[src/rtl/rd_burst_defines.svh]
// register map, field positions, reset values and timing counts of the read burst block
`ifndef RD_BURST_DEFINES_SVH
`define RD_BURST_DEFINES_SVH

`define REG_MODE        8'h00
`define REG_LAT         8'h04
`define REG_BANK        8'h08
`define REG_ERR         8'h0C

`define BL_LSB          0
`define RPRE2_BIT       2
`define WPRE2_BIT       3
`define CL_LSB          0
`define CWL_LSB         8
`define AL_LSB          16
`define ERR_RD5_BIT     0
`define ERR_R2W_BIT     1
`define ERR_RTP_BIT     2

`define MODE_RST        32'h0000_0000
`define LAT_RST         32'h0000_090B

`define BL_FIXED8       2'b00
`define BL_OTF          2'b01
`define BL_FIXED4       2'b10

`define CLK_BL8         3'h4
`define CLK_BC4         3'h2
`define RBL_BL8         10'h008
`define RBL_BC4         10'h004
`define RD_SPACING_BAD  8'h05

`define TCK_PS          10000
`define RTP_MIN_PS      7500
`define RTP_MIN_CK      4
`define RTP_CK          ((`RTP_MIN_PS + `TCK_PS - 1) / `TCK_PS)

`endif

[src/rtl/rd_burst_pkg.sv]
// types shared by the read burst block
package rd_burst_pkg;
    typedef enum logic [2:0] {CMD_DES, CMD_ACT, CMD_RD, CMD_WR, CMD_PRE} cmd_e;

    typedef struct packed {
        cmd_e       code;
        logic [3:0] bank;
        logic       auto_precharge_addr_bit;
        logic       chop_select_addr_bit;
        logic [9:0] col;
    } cmd_s;

    typedef struct packed {
        logic       valid;
        logic       is_write;
        logic       chop;
        logic       ap;
        logic [3:0] bank;
        logic [9:0] col;
    } token_s;

    typedef struct packed {
        logic        psel;
        logic        penable;
        logic        pwrite;
        logic [7:0]  paddr;
        logic [31:0] pwdata;
    } apb_req_s;

    typedef struct packed {
        logic [31:0] prdata;
        logic        pready;
        logic        pslverr;
    } apb_rsp_s;
endpackage

[src/rtl/sdram_read_burst_control.sv]
// read burst control: latency, burst length, strobe, auto precharge, apb registers
`timescale 1ns/1ps
`include "rd_burst_defines.svh"
module sdram_read_burst_control #(
    parameter int DQ_W  = 8,
    parameter int DEPTH = 64
) (
    // clock and reset
    input  wire logic                     clk,
    input  wire logic                     rst,
    // register bus
    input  wire rd_burst_pkg::apb_req_s   apb_req,
    output rd_burst_pkg::apb_rsp_s        apb_rsp,
    // command bus from the controller
    input  wire rd_burst_pkg::cmd_s       cmd,
    // array read port, two beats per clock
    output logic [13:0]                   fetch_addr,
    input  wire logic [2*DQ_W-1:0]        fetch_data,
    // data and strobe pins, rising beat in the high half
    output logic [2*DQ_W-1:0]             dq_out,
    output logic                          dq_oe_n,
    output logic [1:0]                    dqs_out,
    output logic                          dqs_oe_n,
    // write data window and precharge events
    output logic                          wr_data_expect,
    output logic                          precharge_start,
    output logic [3:0]                    precharge_bank
);
    // register file
    logic [31:0] mode_r;
    logic [31:0] lat_r;
    logic [15:0] bank_open_r;
    logic [2:0]  err_r;
    logic [31:0] prdata_r;

    wire         setup_ph  = apb_req.psel & ~apb_req.penable;
    wire         access_ph = apb_req.psel & apb_req.penable;
    wire         hit_mode  = apb_req.paddr == `REG_MODE;
    wire         hit_lat   = apb_req.paddr == `REG_LAT;
    wire         hit_bank  = apb_req.paddr == `REG_BANK;
    wire         hit_err   = apb_req.paddr == `REG_ERR;
    wire         mapped    = hit_mode | hit_lat | hit_bank | hit_err;
    wire         wr_acc    = access_ph & apb_req.pwrite & mapped;
    wire [31:0]  rd_mux    = hit_mode ? mode_r :
                             hit_lat  ? lat_r :
                             hit_bank ? {16'h0000, bank_open_r} :
                             hit_err  ? {29'h0000_000, err_r} : 32'h0000_0000;

    assign apb_rsp.prdata  = prdata_r;
    assign apb_rsp.pready  = 1'b1;
    assign apb_rsp.pslverr = access_ph & ~mapped;

    // configuration fields
    wire [1:0]   bl_mode = mode_r[`BL_LSB +: 2];
    wire         rpre2   = mode_r[`RPRE2_BIT];
    wire         wpre2   = mode_r[`WPRE2_BIT];
    wire [4:0]   cl      = lat_r[`CL_LSB +: 5];
    wire [4:0]   cas_write_latency     = lat_r[`CWL_LSB +: 5];
    wire [4:0]   al      = lat_r[`AL_LSB +: 5];
    wire [5:0]   rl_w    = {1'b0, al} + {1'b0, cl};
    wire [5:0]   wl_w    = {1'b0, al} + {1'b0, cas_write_latency};

    // incoming command decode
    wire         is_rd   = cmd.code == rd_burst_pkg::CMD_RD;
    wire         is_wr   = cmd.code == rd_burst_pkg::CMD_WR;
    wire         is_act  = cmd.code == rd_burst_pkg::CMD_ACT;
    wire         is_pre  = cmd.code == rd_burst_pkg::CMD_PRE;
    // reserved mode 11 behaves as fixed eight
    wire         chop_w  = (bl_mode == `BL_FIXED4) |
                           ((bl_mode == `BL_OTF) & ~cmd.chop_select_addr_bit);

    rd_burst_pkg::token_s tok_in;
    rd_burst_pkg::token_s slot [DEPTH];

    assign tok_in.valid    = is_rd | is_wr;
    assign tok_in.is_write = is_wr;
    assign tok_in.chop     = chop_w;
    assign tok_in.ap       = cmd.auto_precharge_addr_bit;
    assign tok_in.bank     = cmd.bank;
    assign tok_in.col      = cmd.col;

    cmd_delay_line #(.DEPTH(DEPTH)) u_delay (
        .clk    (clk),
        .rst    (rst),
        .tok_in (tok_in),
        .slot   (slot)
    );

    // taps: slot k drives pins k+2 cycles after the command
    function automatic logic [5:0] tap(input logic [5:0] lat, input logic [5:0] back);
        tap = (lat > back + 6'd2) ? lat - back - 6'd2 : 6'd0;
    endfunction

    rd_burst_pkg::token_s rd_tok;
    rd_burst_pkg::token_s pre1_tok;
    rd_burst_pkg::token_s pre2_tok;
    rd_burst_pkg::token_s wr_tok;
    assign rd_tok   = slot[tap(rl_w, 6'd0)];
    assign pre1_tok = slot[tap(rl_w, 6'd1)];
    assign pre2_tok = slot[tap(rl_w, 6'd2)];
    assign wr_tok   = slot[tap(wl_w, 6'd0)];

    wire rd_start = rd_tok.valid & ~rd_tok.is_write;
    wire pre_soon = (pre1_tok.valid & ~pre1_tok.is_write) |
                    (rpre2 & pre2_tok.valid & ~pre2_tok.is_write);

    // burst engine
    rd_burst_pkg::token_s cur_r;
    logic [2:0]  clk_left_r;
    logic [1:0]  pair_r;
    logic [2:0]  clk_left_nxt;
    logic [1:0]  pair_nxt;
    wire         last_clk  = clk_left_r == 3'h1;
    // a new burst may take over the very edge the old one ends
    wire         burst_end = last_clk & ~rd_start;
    wire         ap_fire   = burst_end & cur_r.ap;

    always_comb begin
        clk_left_nxt = (clk_left_r != 3'h0) ? clk_left_r - 3'h1 : 3'h0;
        pair_nxt     = pair_r + 2'h1;
        if (rd_start) begin
            clk_left_nxt = rd_tok.chop ? `CLK_BC4 : `CLK_BL8;
            // pair 0 is fetched in the start cycle, so the next fetch is pair 1
            pair_nxt     = 2'h1;
        end
    end

    assign fetch_addr = rd_start ? {rd_tok.bank, rd_tok.col} :
                        {cur_r.bank, cur_r.col + {7'h00, pair_r, 1'b0}};

    wire data_nxt = clk_left_nxt != 3'h0;

    always_ff @(posedge clk) begin
        if (rst) begin
            cur_r      <= '0;
            clk_left_r <= 3'h0;
            pair_r     <= 2'h0;
            dq_out     <= '0;
            dq_oe_n    <= 1'b1;
            dqs_out    <= 2'b00;
            dqs_oe_n   <= 1'b1;
        end else begin
            if (rd_start)
                cur_r <= rd_tok;
            clk_left_r <= clk_left_nxt;
            pair_r     <= pair_nxt;
            dq_out     <= data_nxt ? fetch_data : '0;
            dq_oe_n    <= ~data_nxt;
            // two strobe edges per data clock, held low through the preamble
            dqs_out    <= data_nxt ? 2'b10 : 2'b00;
            dqs_oe_n   <= ~(data_nxt | pre_soon);
        end
    end

    // write window and precharge pulses
    always_ff @(posedge clk) begin
        if (rst) begin
            wr_data_expect  <= 1'b0;
            precharge_start <= 1'b0;
            precharge_bank  <= 4'h0;
        end else begin
            wr_data_expect  <= wr_tok.valid & wr_tok.is_write;
            precharge_start <= ap_fire;
            precharge_bank  <= ap_fire ? cur_r.bank : precharge_bank;
        end
    end

    // spacing monitors; saturating so long idle never wraps into a false hit
    logic [7:0]  since_rd_r;
    logic        last_chop_r;
    logic [7:0]  since_ap_r;
    wire  [9:0]  rbl_w   = last_chop_r ? `RBL_BC4 : `RBL_BL8;
    wire  [9:0]  r2w_min = {5'h00, cl} - {5'h00, cas_write_latency} + {1'b0, rbl_w[9:1]}
                           + 10'h001 + (wpre2 ? 10'h002 : 10'h001);
    wire  [9:0]  rtp_ck  = (`RTP_CK > `RTP_MIN_CK) ? 10'(`RTP_CK) : 10'(`RTP_MIN_CK);
    wire         cl_gt   = {5'h00, cl} + 10'h004 >= {5'h00, cas_write_latency};
    wire         err_rd5 = is_rd & rpre2 & (since_rd_r == `RD_SPACING_BAD);
    wire         err_r2w = is_wr & cl_gt & ({2'b00, since_rd_r} < r2w_min);
    wire         err_rtp = is_pre & ({2'b00, since_ap_r} < {5'h00, al} + rtp_ck);

    always_ff @(posedge clk) begin
        if (rst) begin
            since_rd_r  <= 8'hFF;
            last_chop_r <= 1'b0;
            since_ap_r  <= 8'hFF;
        end else begin
            since_rd_r  <= is_rd ? 8'h01 : (since_rd_r == 8'hFF ? 8'hFF : since_rd_r + 8'h01);
            since_ap_r  <= is_rd ? 8'h01 : (since_ap_r == 8'hFF ? 8'hFF : since_ap_r + 8'h01);
            if (is_rd)
                last_chop_r <= chop_w;
        end
    end

    // bank state
    logic [15:0] bank_open_nxt;
    always_comb begin
        bank_open_nxt = bank_open_r;
        if (ap_fire)
            bank_open_nxt[cur_r.bank] = 1'b0;
        if (is_pre)
            bank_open_nxt[cmd.bank] = 1'b0;
        if (is_act)
            bank_open_nxt[cmd.bank] = 1'b1;
    end

    // register writes; error flags are write-one-to-clear and a new hit wins
    wire [2:0] err_set = {err_rtp, err_r2w, err_rd5};
    wire [2:0] err_clr = (wr_acc & hit_err) ? apb_req.pwdata[2:0] : 3'b000;

    always_ff @(posedge clk) begin
        if (rst) begin
            mode_r      <= `MODE_RST;
            lat_r       <= `LAT_RST;
            bank_open_r <= 16'h0000;
            err_r       <= 3'b000;
            prdata_r    <= 32'h0000_0000;
        end else begin
            if (wr_acc & hit_mode)
                mode_r <= {28'h0000_000, apb_req.pwdata[3:0]};
            if (wr_acc & hit_lat)
                lat_r <= {11'h000, apb_req.pwdata[20:16], 3'h0,
                          apb_req.pwdata[12:8], 3'h0, apb_req.pwdata[4:0]};
            bank_open_r <= bank_open_nxt;
            err_r       <= (err_r & ~err_clr) | err_set;
            if (setup_ph)
                prdata_r <= rd_mux;
        end
    end
endmodule

[src/rtl/cmd_delay_line.sv]
// command token delay line, slot i holds the token of i+1 cycles ago
`timescale 1ns/1ps
module cmd_delay_line #(
    parameter int DEPTH = 64
) (
    // clock and reset
    input  wire logic                 clk,
    input  wire logic                 rst,
    // token in and taps out
    input  wire rd_burst_pkg::token_s tok_in,
    output rd_burst_pkg::token_s      slot [DEPTH]
);
    rd_burst_pkg::token_s slot_r [DEPTH];

    genvar i;
    generate
        for (i = 0; i < DEPTH; i++) begin : g_slot
            always_ff @(posedge clk) begin
                if (rst)
                    slot_r[i] <= '0;
                else if (i == 0)
                    slot_r[i] <= tok_in;
                else
                    slot_r[i] <= slot_r[(i == 0) ? 0 : i - 1];
            end
            assign slot[i] = slot_r[i];
        end
    endgenerate
endmodule

[config.mk]
export PLATFORM = sky130hd
export DESIGN_NAME = sdram_read_burst_control
export DESIGN_NICKNAME = d
export VERILOG_FILES = /design/src/rtl/rd_burst_pkg.sv /design/src/rtl/sdram_read_burst_control.sv /design/src/rtl/cmd_delay_line.sv
export VERILOG_INCLUDE_DIRS = /design/src /design/src/rtl
export SDC_FILE = /design/constraint.sdc
export NUM_CORES = 2
export LEC_CHECK = 0
export BUFFER_PORTS_ARGS = -buffer_cell sky130_fd_sc_hd__buf_2
export CAP_MARGIN = 20
export CORE_ASPECT_RATIO = 2
export CORE_MARGIN = 4
export CORE_UTILIZATION = 50
export CTS_BUF_LIST = sky130_fd_sc_hd__clkbuf_4 sky130_fd_sc_hd__clkbuf_8
export CTS_CLUSTER_SIZE = 20
export DETAILED_ROUTE_END_ITERATION = 10
export PLACE_DENSITY = 0.66
export SLEW_MARGIN = 40
export SYNTH_ARGS = -nofsm -noshare
export SYNTH_HDL_FRONTEND = slang
export SYNTH_SLANG_ARGS = --single-unit
export TNS_END_PERCENT = 100
[constraint.sdc]
create_clock -name clk -period 6.2 [get_ports clk]
set_input_delay 1.55 -clock clk [delete_from_list [all_inputs] [get_ports clk]]
set_output_delay 1.55 -clock clk [all_outputs]
set_load 0.05 [all_outputs]
==> impl_metrics.py <==
metrics = {
    "sta": {
        "min_period_ns": 6.82,
        "worstMarginPinSlew_ns": 0.861,
        "slew_headroom": 0.426,
        "clock_skew_ns": 0.0241,
        "max_freq_mhz": 147,
        "layout_setup_ws_ns": -0.615,
        "setup_viol": 14,
        "rsz0062_at_grt": "true",
        "finalHoldViolCount": 0,
        "finalCritPeriodShare": 1.10,
        "fin_setup_tns_ns": -8.09,
        "drv_slew": 0,
    },
    "detailed_routing": {
        "drc": 0,
        "routed_wl_um": 139000,
        "antenna_left": 0,
        "vias": 37500,
        "viasPerCell": 5.64,
        "wire_per_inst_um": 20.9,
        "drt_iter0_drc": 2382,
        "drt_pass1_iterations": 8,
    },
    "synthesis": {
        "yosysTopAreaCell": "dfxtp_1",
        "syn-mean-instance-area_um2": 10.1,
        "synthTopCellsByCount": "dfxtp_1 (1,273), nor2b_1 (1,192), nand2_1 (353)",
        "synthArstFlopShare": 0,
        "ys_ff_latch": 1273,
        "syn_area_um2": 49900,
        "synthMostInstantiatedCell": "dfxtp_1",
        "synth_cell_types": 100,
        "synth_area_leaders": "dfxtp_1 (51%), nor2b_1 (15%), mux4_2 (4.6%), mux2i_1 (2.8%), nand2_1 (2.7%)",
        "synth-edff-count": 0,
        "ys_seq_area_frac": 0.511,
        "ys.flop_type": "dfxtp_1",
        "yosysTopAreaCellShare": 0.511,
        "synth_cells": 4945,
        "synth_warnings": 0,
    },
    "cts": {
        "cts.sinks": 1273,
        "cts_buffers": 172,
        "clkTransAtPathRegs_ns": 0.07,
        "cts_tree": "built",
        "clkLatencyLatePin_ns": 0.87,
        "htree_levels": 4,
        "cts-root-buf": "clkbuf_8",
        "clk_path_buf_depth": 3,
    },
    "power": {
        "power_frac_seq": 0.519,
        "swShare": 0.225,
        "p_per_area_nw_per_um2": 274,
        "power_frac_comb": 0.034,
        "power.internal_w": 0.0124,
        "power.leakage_nw": 22.4,
        "power_frac_clock": 0.447,
        "power_w": 0.0160,
        "max-vdd-ir-drop_uv": 284,
        "p_sw_w": 0.00360,
    },
    "die": {
        "ios": 154,
        "die_area_um2": 105000,
        "rows": 163,
        "initial_core_util": 0.504,
        "die_x_um": 231,
        "die_h_um": 455,
        "core_area_um2": 98900,
    },
    "min_path": {
        "holdCritStartpoint": "since_ap_r[0]",
        "hold_depth": 1,
        "hold_class": "register to register",
        "hold_end": "since_ap_r[0]",
    },
    "setup_path": {
        "cp_max_fo": 10,
        "path_delay_family": "compound AO/OA/AOI/OAI gates",
        "end_kind": "primary output",
        "r2r_slack_ns": 1.24,
        "worstRegToRegCells": 19,
        "crit_required_ns": 4.65,
        "r2r-start": "lat_r[0]",
        "arrival_ns": 5.27,
        "critPathMaxStageDelay_ns": 0.45,
        "crit_type": "register to primary output",
        "worst-path-buf-inv": 6,
        "crit_path_cell_trace": "ha_4 -> inv_2 -> fa_2 -> xnor2_2 -> inv_2 -> buf_4 -> ha_1 -> xnor3_1 -> a21o_1 -> or2_1 -> buf_12 -> buf_12 -> a221oi_1 -> a2111oi_4 -> a221oi_4 -> o41a_1 -> mux2_4 -> buf_8",
        "crit_path_start_kind": "register",
        "rr_endpoint": "dq_out[7]",
        "cp_slowest_cell": "o41a_1",
    },
    "flow_run": {
        "cap_violations": 0,
    },
    "cells_and_area": {
        "nFillCells": 8457,
        "finalNetCount": 5324,
        "finalInstanceArea_um2": 58500,
        "area_growth_pct": 17.3,
        "drive_above_1_share": 0.180,
        "fin_util": 0.591,
    },
    "placement": {
        "numPortBuffers": 123,
        "placed_area_um2": 53000,
        "hpwl_um": 88000,
        "dp_worst_setup_slack_ns": -0.463,
        "gp_congestion": 0.947,
    },
    "outcome": {
        "violations": "negative setup slack",
        "status": "finished, violations left",
    },
    "grt": {
        "grt_overflow": 0,
        "grt_pass1_wl_um": 215000,
        "antenna_found_initial": 1,
        "grt_pass1_vias": 38500,
        "grt_use_total": 0.259,
        "grt_max_degree": 225,
    },
}
layout by cell type (no fill, tap or decap), drive strengths merged, types with 47 or more instances in the layout:
cell / n
nor2: 149
and3: 47
clkbuf: 267
a22oi: 52
mux4: 101
nand2: 354
nand2b: 52
o22ai: 108
mux2i: 139
a21oi: 185
buf: 419
dfxtp: 1273
o21ai: 79
a221oi: 79
a211oi: 53
ha: 50
inv: 53
nand3: 128
nor2b: 1192
state kept, by name (all words and copies together), names as in the netlist:
signal           cells
lat_r               15
dqs_out              1
precharge_bank       4
last_chop_r          1
mode_r               4
dqs_oe_n             1
bank_open_r         16
u_delay.slot_r    1152
wr_data_expect       1
dq_oe_n              1
cur_r               15
pair_r               2
since_rd_r           8
precharge_start      1
err_r                3
clk_left_r           3
dq_out              16
since_ap_r           8
prdata_r            21
worst register-to-register path, stage by stage, from the launching register on:
cell	delay (ns)
dfxtp_4	0.38
ha_4	0.15
inv_2	0.04
fa_2	0.56
buf_4	0.16
buf_4	0.28
nor3_1	0.10
a211o_1	0.37
buf_4	0.18
mux2i_2	0.37
buf_6	0.26
o311ai_2	0.14
o221a_1	0.33
a41oi_4	0.23
buf_6	0.14
buf_12	0.16
buf_6	0.13
buf_4	0.13
o31a_1	0.57
and2_1	0.23
power by group through the flow:
stage               logic [W]  registers (W)  clock network (W)
finish               0.000551        0.00830            0.00715
global route         0.000621        0.00831            0.00764
floorplan            0.000432        0.00847                  0
CTS                  0.000549        0.00830            0.00732
detailed placement   0.000540        0.00849                  0
global placement     0.000529        0.00849                  0
worst max-delay path by stage:
stage / start / to / cells past startpoint
2_1_floorplan: lat_r[16] / fetch_addr[7] / 22
3_3_place_gp: lat_r[0] / fetch_addr[13] / 18
3_5_place_dp: lat_r[0] / fetch_addr[13] / 18
4_1_cts: lat_r[0] / fetch_addr[5] / 20
5_1_grt: lat_r[0] / fetch_addr[10] / 22
6_report: lat_r[0] / fetch_addr[13] / 18
cell type report:
cell class / count / area (µm²) / share of cell area
multi-input cells: 3266 / 23100 / 0.395
clock buffers: 264 / 3390 / 0.0580
well taps: 1320 / 1650 / 0.0283
repair buffers: 428 / 4140 / 0.0708
inverters: 47 / 180 / 0.00308
flip-flops and latches: 1273 / 25500 / 0.436
diodes: 1 / 2.50 / 0.0000428
clock inverters: 42 / 536 / 0.00916
kinds of logic after synthesis:
| group | count (synthesis) | synth area share |
|---|---|---|
| compound gates | 838 | 0.119 |
| xor+xnor | 32 | 0.00590 |
| fa+ha+maj | 56 | 0.0150 |
| buf+inv | 417 | 0.0391 |
| flops | 1273 | 0.511 |
| mux | 258 | 0.0776 |
| other cells | 2 | 0.000151 |
| simple gates | 2069 | 0.232 |
through the flow:
step / std cells / hold WS [ns]
global placement: 6266 / 0.416
CTS: 6624 / 0.437
floorplan: 4956 / 0.393
detailed placement: 6267 / 0.421
global route: 6641 / 0.457
finish: 6641 / 0.433
routing by layer:
metal / GRT usage / routed length, µm
met5: 0 / 0
met4: 0.139 / 7950
met3: 0.0451 / 6560
met2: 0.461 / 70300
met1: 0.293 / 53800
repair_timing:
item	CTS	global route
gates resized for setup	120	26
hold buffers	0	0
pin swaps	37	16
setup buffers	44	12
gates cloned	11	3
endpoints found under the setup margin	14	14
No activity file was read; power rests on OpenSTA's default activity.
